**config.mk**
```make
export PLATFORM = sky130hd
export DESIGN_NAME = pgs_gen_ctrl
export DESIGN_NICKNAME = d
export VERILOG_FILES = /design/src/hw/pgs_pkg.sv /design/src/hw/pgs_gen_ctrl.sv /design/src/hw/pgs_lfsr.sv
export VERILOG_INCLUDE_DIRS = /design/src /design/src/hw
export SDC_FILE = /design/constraint.sdc
export NUM_CORES = 1
export LEC_CHECK = 0
export ABC_CLOCK_PERIOD_IN_PS = 1900
export BUFFER_PORTS_ARGS = -buffer_cell sky130_fd_sc_hd__buf_4
export CELL_PAD_IN_SITES_DETAIL_PLACEMENT = 0
export CELL_PAD_IN_SITES_GLOBAL_PLACEMENT = 2
export CORE_UTILIZATION = 29
export CTS_BUF_LIST = sky130_fd_sc_hd__clkbuf_16
export CTS_CLUSTER_DIAMETER = 60
export DETAILED_ROUTE_END_ITERATION = 6
export HOLD_SLACK_MARGIN = 0.15
export PLACE_DENSITY = 0.77
export SYNTH_ARGS = -nofsm -noshare
export SYNTH_HDL_FRONTEND = slang
export SYNTH_SLANG_ARGS = --single-unit
```
**constraint.sdc**
```tcl
create_clock -name clk_i -period 1.9 [get_ports clk_i]
set_input_delay 0.475 -clock clk_i [delete_from_list [all_inputs] [get_ports clk_i]]
set_output_delay 0.475 -clock clk_i [all_outputs]
set_load 0.02 [all_outputs]
```
**src/hw/pgs_defines.svh**
```systemverilog
// register offsets, field positions, reset values and limits of the pattern generator block
`ifndef PGS_DEFINES_SVH
`define PGS_DEFINES_SVH

// ----------------------------------------------------------------
// register offsets
// ----------------------------------------------------------------
`define PGS_ADDR_GEN_CTRL   8'h52
`define PGS_ADDR_RESERVED_WORD_53_53    8'h53
`define PGS_ADDR_TIME_UPPER 8'h54
`define PGS_ADDR_TIME_LOWER 8'h55
`define PGS_ADDR_THRESHOLD  8'h56
`define PGS_ADDR_EYE_CFG    8'h57

// ----------------------------------------------------------------
// reset values
// ----------------------------------------------------------------
`define PGS_RST_GEN_CTRL    10'h106
`define PGS_RST_TIME_UPPER  16'h0000
`define PGS_RST_TIME_LOWER  16'h0064
`define PGS_RST_THRESHOLD   16'h0064
`define PGS_RST_EYE_INIT    1'h0

// ----------------------------------------------------------------
// field positions of pattern_generator_control and eye config
// ----------------------------------------------------------------
`define PGS_CTRL_W          10
`define PGS_BIT_ON          9
`define PGS_BIT_SELECT      8
`define PGS_SRC_HI          7
`define PGS_SRC_LO          6
`define PGS_DIV_HI          5
`define PGS_DIV_LO          4
`define PGS_BIT_INVERT      3
`define PGS_RATE_HI         2
`define PGS_RATE_LO         0
`define PGS_BIT_EYE_INIT    2

// ----------------------------------------------------------------
// scan time valid ranges, in microseconds
// ----------------------------------------------------------------
`define PGS_TIME_R1_LO      32'h0000_0001
`define PGS_TIME_R1_HI      32'h0000_199b
`define PGS_TIME_R2_LO      32'h0001_0000
`define PGS_TIME_R2_HI      32'h0001_99bf
`define PGS_TIME_R3_LO      32'h0002_0000
`define PGS_TIME_R3_HI      32'h0033_1df0

`endif

```
**src/hw/pgs_pkg.sv**
```systemverilog
// types shared by the pattern generator block
package pgs_pkg;

    typedef enum logic [1:0]
    {
        PGS_SRC_VCO  = 2'h0,
        PGS_SRC_RSV1 = 2'h1,
        PGS_SRC_RSV2 = 2'h2,
        PGS_SRC_CDR  = 2'h3
    } pgs_clk_src_t;

    typedef enum logic [2:0]
    {
        PGS_RATE_RSV0 = 3'h0,
        PGS_RATE_MADI = 3'h1,
        PGS_RATE_SD   = 3'h2,
        PGS_RATE_HD   = 3'h3,
        PGS_RATE_3G   = 3'h4,
        PGS_RATE_6G   = 3'h5,
        PGS_RATE_12G  = 3'h6,
        PGS_RATE_RSV7 = 3'h7
    } pgs_rate_t;

endpackage : pgs_pkg

```
**src/hw/pgs_gen_ctrl.sv**
```systemverilog
// pattern generator control and eye-scan settings, reached by the register port
`timescale 1ns/1ps
`include "pgs_defines.svh"

module pgs_gen_ctrl
(
    // clock and reset
    input  wire logic        clk_i,
    input  wire logic        rst_i,
    // register port
    input  wire logic [7:0]  reg_addr_i,
    input  wire logic        reg_wr_i,
    input  wire logic        reg_rd_i,
    input  wire logic [15:0] reg_wdata_i,
    output logic      [15:0] reg_rdata_o,
    output logic             reg_rvalid_o,
    // recovered clock and cdr state
    input  wire logic        cdr_clk_i,
    input  wire logic [2:0]  cdr_rate_i,
    input  wire logic        cdr_locked_i,
    // automatic output modes
    input  wire logic        auto_sleep_i,
    input  wire logic        auto_mute_i,
    input  wire logic        auto_disable_i,
    // serial output
    output logic             ser_data_o,
    output logic             ser_drive_en_o,
    output logic             gen_active_o,
    output logic      [2:0]  gen_rate_o,
    output logic             rate_conflict_o,
    // eye scan settings and point results
    input  wire logic        point_done_i,
    input  wire logic [15:0] point_err_count_i,
    output logic      [31:0] scan_time_us_o,
    output logic      [32:0] point_window_us_o,
    output logic             scan_time_valid_o,
    output logic      [15:0] point_error_threshold_o,
    output logic             eye_init_o,
    output logic             point_good_o,
    output logic             point_result_valid_o
);

    // ----------------------------------------------------------------
    // declarations
    // ----------------------------------------------------------------
    logic [`PGS_CTRL_W-1:0] ctrl_reg;
    logic [15:0]            time_upper_reg;
    logic [15:0]            time_lower_reg;
    logic [15:0]            threshold_reg;
    logic                   eye_init_reg;
    logic [15:0]            rdata_next;
    logic                   pattern_gen_on;
    logic                   pattern_or_clock_select;
    pgs_pkg::pgs_clk_src_t  pattern_clock_source;
    logic [1:0]             pattern_clock_divide_ratio;
    logic                   pattern_invert;
    logic [2:0]             pattern_rate_code;
    logic [2:0]             eff_rate;
    logic                   src_legal;
    logic                   rate_legal;
    logic                   conflict;
    logic                   run;
    logic                   cdr_sync1_reg;
    logic                   cdr_sync2_reg;
    logic                   cdr_prev_reg;
    logic [5:0]             presc_reg;
    logic [5:0]             presc_limit;
    logic                   step_reg;
    logic [3:0]             div_cnt_reg;
    logic [3:0]             div_limit;
    logic                   div_clk_reg;
    logic                   prbs_bit;
    logic                   data_next;
    logic [31:0]            scan_time;

    assign pattern_gen_on             = ctrl_reg[`PGS_BIT_ON];
    assign pattern_or_clock_select    = ctrl_reg[`PGS_BIT_SELECT];
    assign pattern_clock_source       = pgs_pkg::pgs_clk_src_t'(ctrl_reg[`PGS_SRC_HI:`PGS_SRC_LO]);
    assign pattern_clock_divide_ratio = ctrl_reg[`PGS_DIV_HI:`PGS_DIV_LO];
    assign pattern_invert             = ctrl_reg[`PGS_BIT_INVERT];
    assign pattern_rate_code          = ctrl_reg[`PGS_RATE_HI:`PGS_RATE_LO];
    assign scan_time                  = {time_upper_reg, time_lower_reg};

    // ----------------------------------------------------------------
    // register writes
    // ----------------------------------------------------------------
    always_ff @(posedge clk_i)
    begin
        if (rst_i)
        begin
            ctrl_reg       <= `PGS_RST_GEN_CTRL;
            time_upper_reg <= `PGS_RST_TIME_UPPER;
            time_lower_reg <= `PGS_RST_TIME_LOWER;
            threshold_reg  <= `PGS_RST_THRESHOLD;
            eye_init_reg   <= `PGS_RST_EYE_INIT;
        end
        else if (reg_wr_i)
        begin
            unique case (reg_addr_i)
                `PGS_ADDR_GEN_CTRL:   ctrl_reg       <= reg_wdata_i[`PGS_CTRL_W-1:0];
                `PGS_ADDR_TIME_UPPER: time_upper_reg <= reg_wdata_i;
                `PGS_ADDR_TIME_LOWER: time_lower_reg <= reg_wdata_i;
                `PGS_ADDR_THRESHOLD:  threshold_reg  <= reg_wdata_i;
                `PGS_ADDR_EYE_CFG:    eye_init_reg   <= reg_wdata_i[`PGS_BIT_EYE_INIT];
                default:              ;
            endcase
        end
    end

    // ----------------------------------------------------------------
    // register reads: one cycle later, unmapped and reserved read zero
    // ----------------------------------------------------------------
    always_comb
    begin
        rdata_next = 16'h0000;
        unique case (reg_addr_i)
            `PGS_ADDR_GEN_CTRL:   rdata_next = {6'h00, ctrl_reg};
            `PGS_ADDR_TIME_UPPER: rdata_next = time_upper_reg;
            `PGS_ADDR_TIME_LOWER: rdata_next = time_lower_reg;
            `PGS_ADDR_THRESHOLD:  rdata_next = threshold_reg;
            `PGS_ADDR_EYE_CFG:    rdata_next = {13'h0000, eye_init_reg, 2'h0};
            default:              rdata_next = 16'h0000;
        endcase
    end

    always_ff @(posedge clk_i)
    begin
        if (rst_i)
        begin
            reg_rdata_o  <= 16'h0000;
            reg_rvalid_o <= 1'b0;
        end
        else
        begin
            reg_rdata_o  <= reg_rd_i ? rdata_next : 16'h0000;
            reg_rvalid_o <= reg_rd_i;
        end
    end

    // ----------------------------------------------------------------
    // run decision and effective rate
    // ----------------------------------------------------------------
    assign src_legal  = (pattern_clock_source == pgs_pkg::PGS_SRC_VCO)
                     || (pattern_clock_source == pgs_pkg::PGS_SRC_CDR);
    assign eff_rate   = (pattern_clock_source == pgs_pkg::PGS_SRC_CDR)
                      ? cdr_rate_i : pattern_rate_code;
    assign rate_legal = (eff_rate != pgs_pkg::PGS_RATE_RSV0)
                     && (eff_rate != pgs_pkg::PGS_RATE_RSV7);
    // a locked link forbids any generator rate but its own
    assign conflict   = pattern_gen_on && cdr_locked_i
                     && (pattern_clock_source == pgs_pkg::PGS_SRC_VCO)
                     && (pattern_rate_code != cdr_rate_i);
    assign run        = pattern_gen_on && src_legal && rate_legal && !conflict;

    always_ff @(posedge clk_i)
    begin
        if (rst_i)
        begin
            gen_active_o    <= 1'b0;
            gen_rate_o      <= pgs_pkg::PGS_RATE_12G;
            rate_conflict_o <= 1'b0;
        end
        else
        begin
            gen_active_o    <= run;
            gen_rate_o      <= eff_rate;
            rate_conflict_o <= conflict;
        end
    end

    // ----------------------------------------------------------------
    // bit steps: vco prescaler or recovered clock edges
    // ----------------------------------------------------------------
    always_ff @(posedge clk_i)
    begin
        if (rst_i)
        begin
            cdr_sync1_reg <= 1'b0;
            cdr_sync2_reg <= 1'b0;
            cdr_prev_reg  <= 1'b0;
        end
        else
        begin
            cdr_sync1_reg <= cdr_clk_i;
            cdr_sync2_reg <= cdr_sync1_reg;
            cdr_prev_reg  <= cdr_sync2_reg;
        end
    end

    // slower rates step less often: 12g every cycle, madi every 32nd
    assign presc_limit = 6'((7'h01 << (pgs_pkg::PGS_RATE_12G - pattern_rate_code)) - 7'h01);

    always_ff @(posedge clk_i)
    begin
        if (rst_i || !run)
        begin
            presc_reg <= 6'h00;
            step_reg  <= 1'b0;
        end
        else if (pattern_clock_source == pgs_pkg::PGS_SRC_CDR)
        begin
            presc_reg <= 6'h00;
            step_reg  <= cdr_sync2_reg && !cdr_prev_reg;
        end
        else
        begin
            step_reg  <= (presc_reg >= presc_limit);
            presc_reg <= (presc_reg >= presc_limit) ? 6'h00 : presc_reg + 6'h01;
        end
    end

    // ----------------------------------------------------------------
    // clock divider and pattern source
    // ----------------------------------------------------------------
    assign div_limit = 4'((5'h01 << pattern_clock_divide_ratio) - 5'h01);

    always_ff @(posedge clk_i)
    begin
        if (rst_i || !run)
        begin
            div_cnt_reg <= 4'h0;
            div_clk_reg <= 1'b0;
        end
        else if (step_reg)
        begin
            if (div_cnt_reg >= div_limit)
            begin
                div_cnt_reg <= 4'h0;
                div_clk_reg <= !div_clk_reg;
            end
            else
            begin
                div_cnt_reg <= div_cnt_reg + 4'h1;
            end
        end
    end

    pgs_lfsr
    #(
        .WIDTH (7),
        .TAP_A (7),
        .TAP_B (6),
        .SEED  (7'h7f)
    )
    u_prbs7
    (
        .clk_i  (clk_i),
        .rst_i  (rst_i),
        .step_i (step_reg && run),
        .bit_o  (prbs_bit)
    );

    // ----------------------------------------------------------------
    // serial output: auto modes keep priority over the generator
    // ----------------------------------------------------------------
    always_comb
    begin
        data_next = 1'b0;
        if (run && !auto_mute_i)
        begin
            data_next = pattern_or_clock_select ? (prbs_bit ^ pattern_invert)
                                                : div_clk_reg;
        end
    end

    always_ff @(posedge clk_i)
    begin
        if (rst_i)
        begin
            ser_data_o     <= 1'b0;
            ser_drive_en_o <= 1'b0;
        end
        else
        begin
            ser_data_o     <= data_next;
            ser_drive_en_o <= !(auto_sleep_i || auto_disable_i);
        end
    end

    // ----------------------------------------------------------------
    // eye scan settings and point classification
    // ----------------------------------------------------------------
    always_ff @(posedge clk_i)
    begin
        if (rst_i)
        begin
            scan_time_us_o          <= {`PGS_RST_TIME_UPPER, `PGS_RST_TIME_LOWER};
            point_window_us_o       <= {`PGS_RST_TIME_UPPER, `PGS_RST_TIME_LOWER, 1'b0};
            scan_time_valid_o       <= 1'b0;
            point_error_threshold_o <= `PGS_RST_THRESHOLD;
            eye_init_o              <= `PGS_RST_EYE_INIT;
        end
        else
        begin
            scan_time_us_o          <= scan_time;
            point_window_us_o       <= {scan_time, 1'b0};
            scan_time_valid_o       <= (scan_time >= `PGS_TIME_R1_LO && scan_time <= `PGS_TIME_R1_HI)
                                    || (scan_time >= `PGS_TIME_R2_LO && scan_time <= `PGS_TIME_R2_HI)
                                    || (scan_time >= `PGS_TIME_R3_LO && scan_time <= `PGS_TIME_R3_HI);
            point_error_threshold_o <= threshold_reg;
            eye_init_o              <= eye_init_reg;
        end
    end

    always_ff @(posedge clk_i)
    begin
        if (rst_i)
        begin
            point_good_o         <= 1'b0;
            point_result_valid_o <= 1'b0;
        end
        else
        begin
            point_result_valid_o <= point_done_i;
            if (point_done_i)
            begin
                point_good_o <= (point_err_count_i <= threshold_reg);
            end
        end
    end
endmodule : pgs_gen_ctrl

```
**src/hw/pgs_lfsr.sv**
```systemverilog
// stepped fibonacci lfsr producing one pattern bit per step
`timescale 1ns/1ps

module pgs_lfsr
#(
    parameter int              WIDTH = 7,
    parameter int              TAP_A = 7,
    parameter int              TAP_B = 6,
    parameter logic [WIDTH-1:0] SEED = 7'h7f
)
(
    // clock and reset
    input  wire logic clk_i,
    input  wire logic rst_i,
    // control
    input  wire logic step_i,
    // pattern bit
    output logic      bit_o
);

    logic [WIDTH-1:0] state_reg;
    logic             feedback;

    assign feedback = state_reg[TAP_A-1] ^ state_reg[TAP_B-1];
    assign bit_o    = state_reg[WIDTH-1];

    // ----------------------------------------------------------------
    // shift register
    // ----------------------------------------------------------------
    always_ff @(posedge clk_i)
    begin
        if (rst_i)
        begin
            state_reg <= SEED;
        end
        else if (step_i)
        begin
            state_reg <= {state_reg[WIDTH-2:0], feedback};
        end
    end
endmodule : pgs_lfsr

```
**Word-level counts from Yosys, hierarchy flattened**

Index checks and enable logic that the tools add are counted.

- Add/sub/neg operators: 5
- Magnitude comparators: 9
- Eq/ne operators: 8
- Shifts and indexed selects: 2
- Multiplexer cells: 5
- Bitwise logic cells: 4
- Reduce and logical (&&, ||, !) cells: 35

Operator list:

| operator | count |
|---|---|
| $pmux W16 S5 | 1 |
| $eq A8 B7 Y1 const B | 5 |
| $ge A32 B1 Y1 const B | 1 |
| $ge A32 B17 Y1 const B | 1 |
| $ge A32 B18 Y1 const B | 1 |
| $le A32 B13 Y1 const B | 1 |
| $le A32 B17 Y1 const B | 1 |
| $le A32 B22 Y1 const B | 1 |
| $le A16 B16 Y1 | 1 |
| $logic_and A1 B1 Y1 | 13 |
| $reduce_and A2 Y1 | 6 |
| $add A6 B1 Y6 const B | 1 |
| $ge A6 B6 Y1 | 1 |
| $logic_not A1 Y1 | 6 |
| $shl A1 B3 Y6 const A | 1 |
| $sub A6 B1 Y6 const B | 1 |
| $logic_or A1 B1 Y1 | 5 |
| $add A4 B1 Y4 const B | 1 |
| $ge A4 B4 Y1 | 1 |
| $mux W4 | 1 |
| $reduce_or A2 Y1 | 2 |
| $shl A1 B2 Y4 const A | 1 |
| $sub A4 B1 Y4 const B | 1 |
| $mux W3 | 1 |
| 10 further kinds | 13 |

- Register bits: 158
- Bits of input ports: 53

**Depth between registers and ports, before layout**

- Word-level depth: 9
- Depth in mapped cells: 12
- Depth with buffers taken out: 11

**Modules after synthesis**

A second synthesis with hierarchy kept.

- Cell total of the unflattened synthesis: 717
- Area, all modules: 6610.1 um2

By module, submodules not included:

| module | instances | cells an instance | area each (um2) | seq. area each (um2) |
|---|---|---|---|---|
| pgs_gen_ctrl | 1 | 693 | 6352.3 | 3002.9 |
| pgs_lfsr | 1 | 24 | 257.7 | 140.1 |

**Worst setup path after synthesis**

Ideal clock, no wire load.

- Kind: reg-to-reg
- Start point: register ctrl_reg[1]
- End point: register presc_reg[2]
- Arrival: 1.924 ns
- Required time: 1.833 ns
- Path slack: -0.091 ns
- Cell stages (with the launch flop): 11
- Buffers on the path: 1
- Path through: dfxtp_1 -> buf_2 -> inv_1 -> ha_1 -> a21o_1 -> o211ai_1 -> ha_1 -> a21oi_1 -> o21a_1 -> nand4bb_1 -> nor2_1

- Longest elaborated chain between the ends: 8
- Elaborated cells between the ends (all ways): 16
- Classes of those cells: add/sub: 2; order compare: 1; eq/ne: 2; shift: 1; mux: 1; reduce/logical: 9

Ends and longest elaborated chain:

| what | line | source |
|---|---|---|
| start, declared | pgs_gen_ctrl.sv:46 | `` logic [`PGS_CTRL_W-1:0] ctrl_reg; `` |
| start signal, assigned | pgs_gen_ctrl.sv:91 | `` ctrl_reg <= `PGS_RST_GEN_CTRL; `` |
| start signal, assigned | pgs_gen_ctrl.sv:100 | `` `PGS_ADDR_GEN_CTRL: ctrl_reg <= reg_wdata_i[`PGS_CTRL_W-1:0]; `` |
| parallel branches: the longest is 7 deep, another holds $sub A6 B1 Y6 | - |  |
| $reduce_or A3 Y1 (no source line) * | - |  |
| end signal, assigned | pgs_gen_ctrl.sv:208 | `presc_reg <= (presc_reg >= presc_limit) ? 6'h00 : presc_reg + 6'h01;` |
| end, declared | pgs_gen_ctrl.sv:66 | `logic [5:0] presc_reg;` |

Every way passes the cells marked *.
A chain may end at the register's enable or synchronous reset.

**Worst setup path after layout**

- Start point: register ctrl_reg[2]
- End point: register presc_reg[5]

Same word-level chain as after synthesis.

==> metrics.txt <==
Fin. Hold Viols=0; sequential power share=0.468; Max Slew Vio Count=0; worst path cell trace=buf_4 -> and3_1 -> nor2_2 -> ha_1 -> a21o_1 -> a21oi_2 -> o21a_1 -> nand4bb_1 -> buf_6 -> nor2_1; Setup crit end kind=flop; Psw=0.00164 W; routed wire length=18500 µm; clock skew=0.00957 ns; die height=about 150 µm; crit path max fanout=6; Bufs on Longest Clock Path=2; largest net degree at the start of global routing=69; CTS tree=yes; register area share after synthesis=0.468; initial DRC count=253; outcome=complete, but fails checks; Yosys cell types=60; placed cell areas=8420 µm²; drt wl/cell=roughly 16 µm; Max stage delay on crit path=0.36 ns; die area=around 24000 µm²; Setup Viol. Count Final=12; Synth top area share=0.468; Critical Path Start Type=flop; Clk Latency, worst-skew pair=0.42 ns; Largest Register=point_window_us_o; largest cells by area after synthesis=dfxtp_1, mux2i_1, nor2_1; top-count cell post-synth=dfxtp_1; fin nets=964; Synth area leader=dfxtp_1; Initial Util=0.296; synthesized area=approximately 6700 µm²; FF+latch area=3150 µm²; crit path time final=1.97 ns; max reg flops=32; fin area=slightly above 9000 µm²; Final WS setup=-0.0676 ns; I/O Buffers=160; critical setup path kind=reg2reg; CP required=2.26 ns; area of the multi-input gates=3200 µm²; initial antenna violation count=0; # fillers=2253; vias in the first global route=5185; Antenna Nets Post-Route=0; GR Overflow Total=0; CTS sink count=approximately 160; logic gate share of total power=0.048; Post-Place Setup Slack=-0.187 ns; Synth warnings=0; Yosys reg bits=157; share of cells above drive strength 1=0.342; clock network power share=0.483; I/O pin cnt=162; Design Power=0.00705 W; Via Count=5343; row count=55; htree depth=4; DR pass1 iterations=5; slowest stage cell, crit path=dfxtp_4; Leak=3.87 nW; diode count=0; synthesized area per cell=9.63 µm²; register clock-pin slew on the reported worst setup and hold paths=roughly 0.06 ns; Internal=around 0.0054 W; CTS Root Cell=clkbuf_16; global-route usage over all layers=0.158; P&R area growth vs syn=37.3%; RSZ-0062 raised after global routing=yes; GP Congestion=0.772; synth cell count leaders=dfxtp_1, nor2_1, mux2i_1; Crit path max-delay family=simple AND/OR/NAND/NOR gates; Post-synth ARST share=0; core box area=approximately 23000 µm²; HP Class=in2reg; DRC=0; Hold WS=around 0.20 ns; Post-synth EDFFs=0; failing checks=setup timing; Die X=154 µm; critical path arrival=2.33 ns; first-pass GRT wire length=28700 µm; Period Utilization, post-route=1.04; Post-Syn Nets=780; top_reg_cell synth=dfxtp_1; Max Clk Rate=508 MHz; HPWL after detailed placement=roughly 14000 µm; routed vias/inst=4.53; Cells after Synth=697; Max-Cap Viols=0; switch share=0.233; TritonCTS buffer count=17; Peak VDD IR=0.000553 V; Pwr Density=765 nW/µm²; setup TNS=-0.452 ns; Worst Path Buf+Inv=2
[power groups by stage]
stage                     Sequential (W)  Combinational (W)  Clock (W)
after floorplan                  0.00339           0.000140          0
final                            0.00330           0.000342    0.00341
after CTS                        0.00331           0.000346    0.00349
after global routing             0.00330           0.000374    0.00364
after detailed placement         0.00338           0.000344          0
after global placement           0.00338           0.000346          0
[layout by cell type (no fill, tap or decap), drive strengths merged, types with 3 or more instances in the layout]
master and n:
and3 5, or2 9, o21ai 8, nand3 12, nor4 5, o2bb2ai 9
a211oi 4, clkbuf 17, nor3 5, mux2i 73, nand2b 5, nand2 23
a211o 9, a21o 4, buf 230, ha 30, xnor2 9, inv 38
a21oi 20, nor2 121, a22oi 9, clkinv 5, nor2b 42, and4 3
dfxtp 157
[cells by family after synthesis]
group,share of synthesized area
compound gates,0.0914
other cells,0.000559
mux,0.114
flops,0.468
xor+xnor,0.0144
fa+ha+maj,0.0559
buf+inv,0.0757
simple gates,0.180
[what timing repair did]
item | 4_1_cts | 5_1_grt
hold buffers | 0 | 0
buffers inserted | 6 | 1
gates resized for setup | 18 | 23
cloned | 0 | 0
setup endpoints to repair | 21 | 20
pin swaps | 15 | 14
[worst paths after layout]
check / start / to / slack [ns] / cells past startpoint
max reg2reg: ctrl_reg[2] / presc_reg[5] / -0.07 / 10
max: ctrl_reg[2] / presc_reg[5] / -0.07 / 10
min reg2reg: cdr_sync1_reg / cdr_sync2_reg / 0.46 / 1
min: auto_sleep_i / ser_drive_en_o / 0.20 / 2
[cell type report]
cell class | instances | share of cell area
clock buffer | 17 | 0.0462
clock inverter | 15 | 0.0171
inverter | 31 | 0.0126
multi-input combinational | 444 | 0.347
sequential | 157 | 0.342
tap | 285 | 0.0387
timing repair buffer | 230 | 0.196
[through the flow]
stage / cells / utilization
finish: 1179 / 0.407
global route: 1179 / 0.407
CTS: 1178 / 0.402
detailed placement: 1140 / 0.372
global placement: 1140 / 0.372
floorplan: 697 / -
[per-layer routing]
metal | GRT usage | wire length (µm)
met1 | 0.211 | 8930
met2 | 0.253 | 8510
met3 | 0.0347 | 795
met4 | 0.0500 | 279
met5 | 0 | 0
Note: power is estimated with default switching activity, not from simulation.
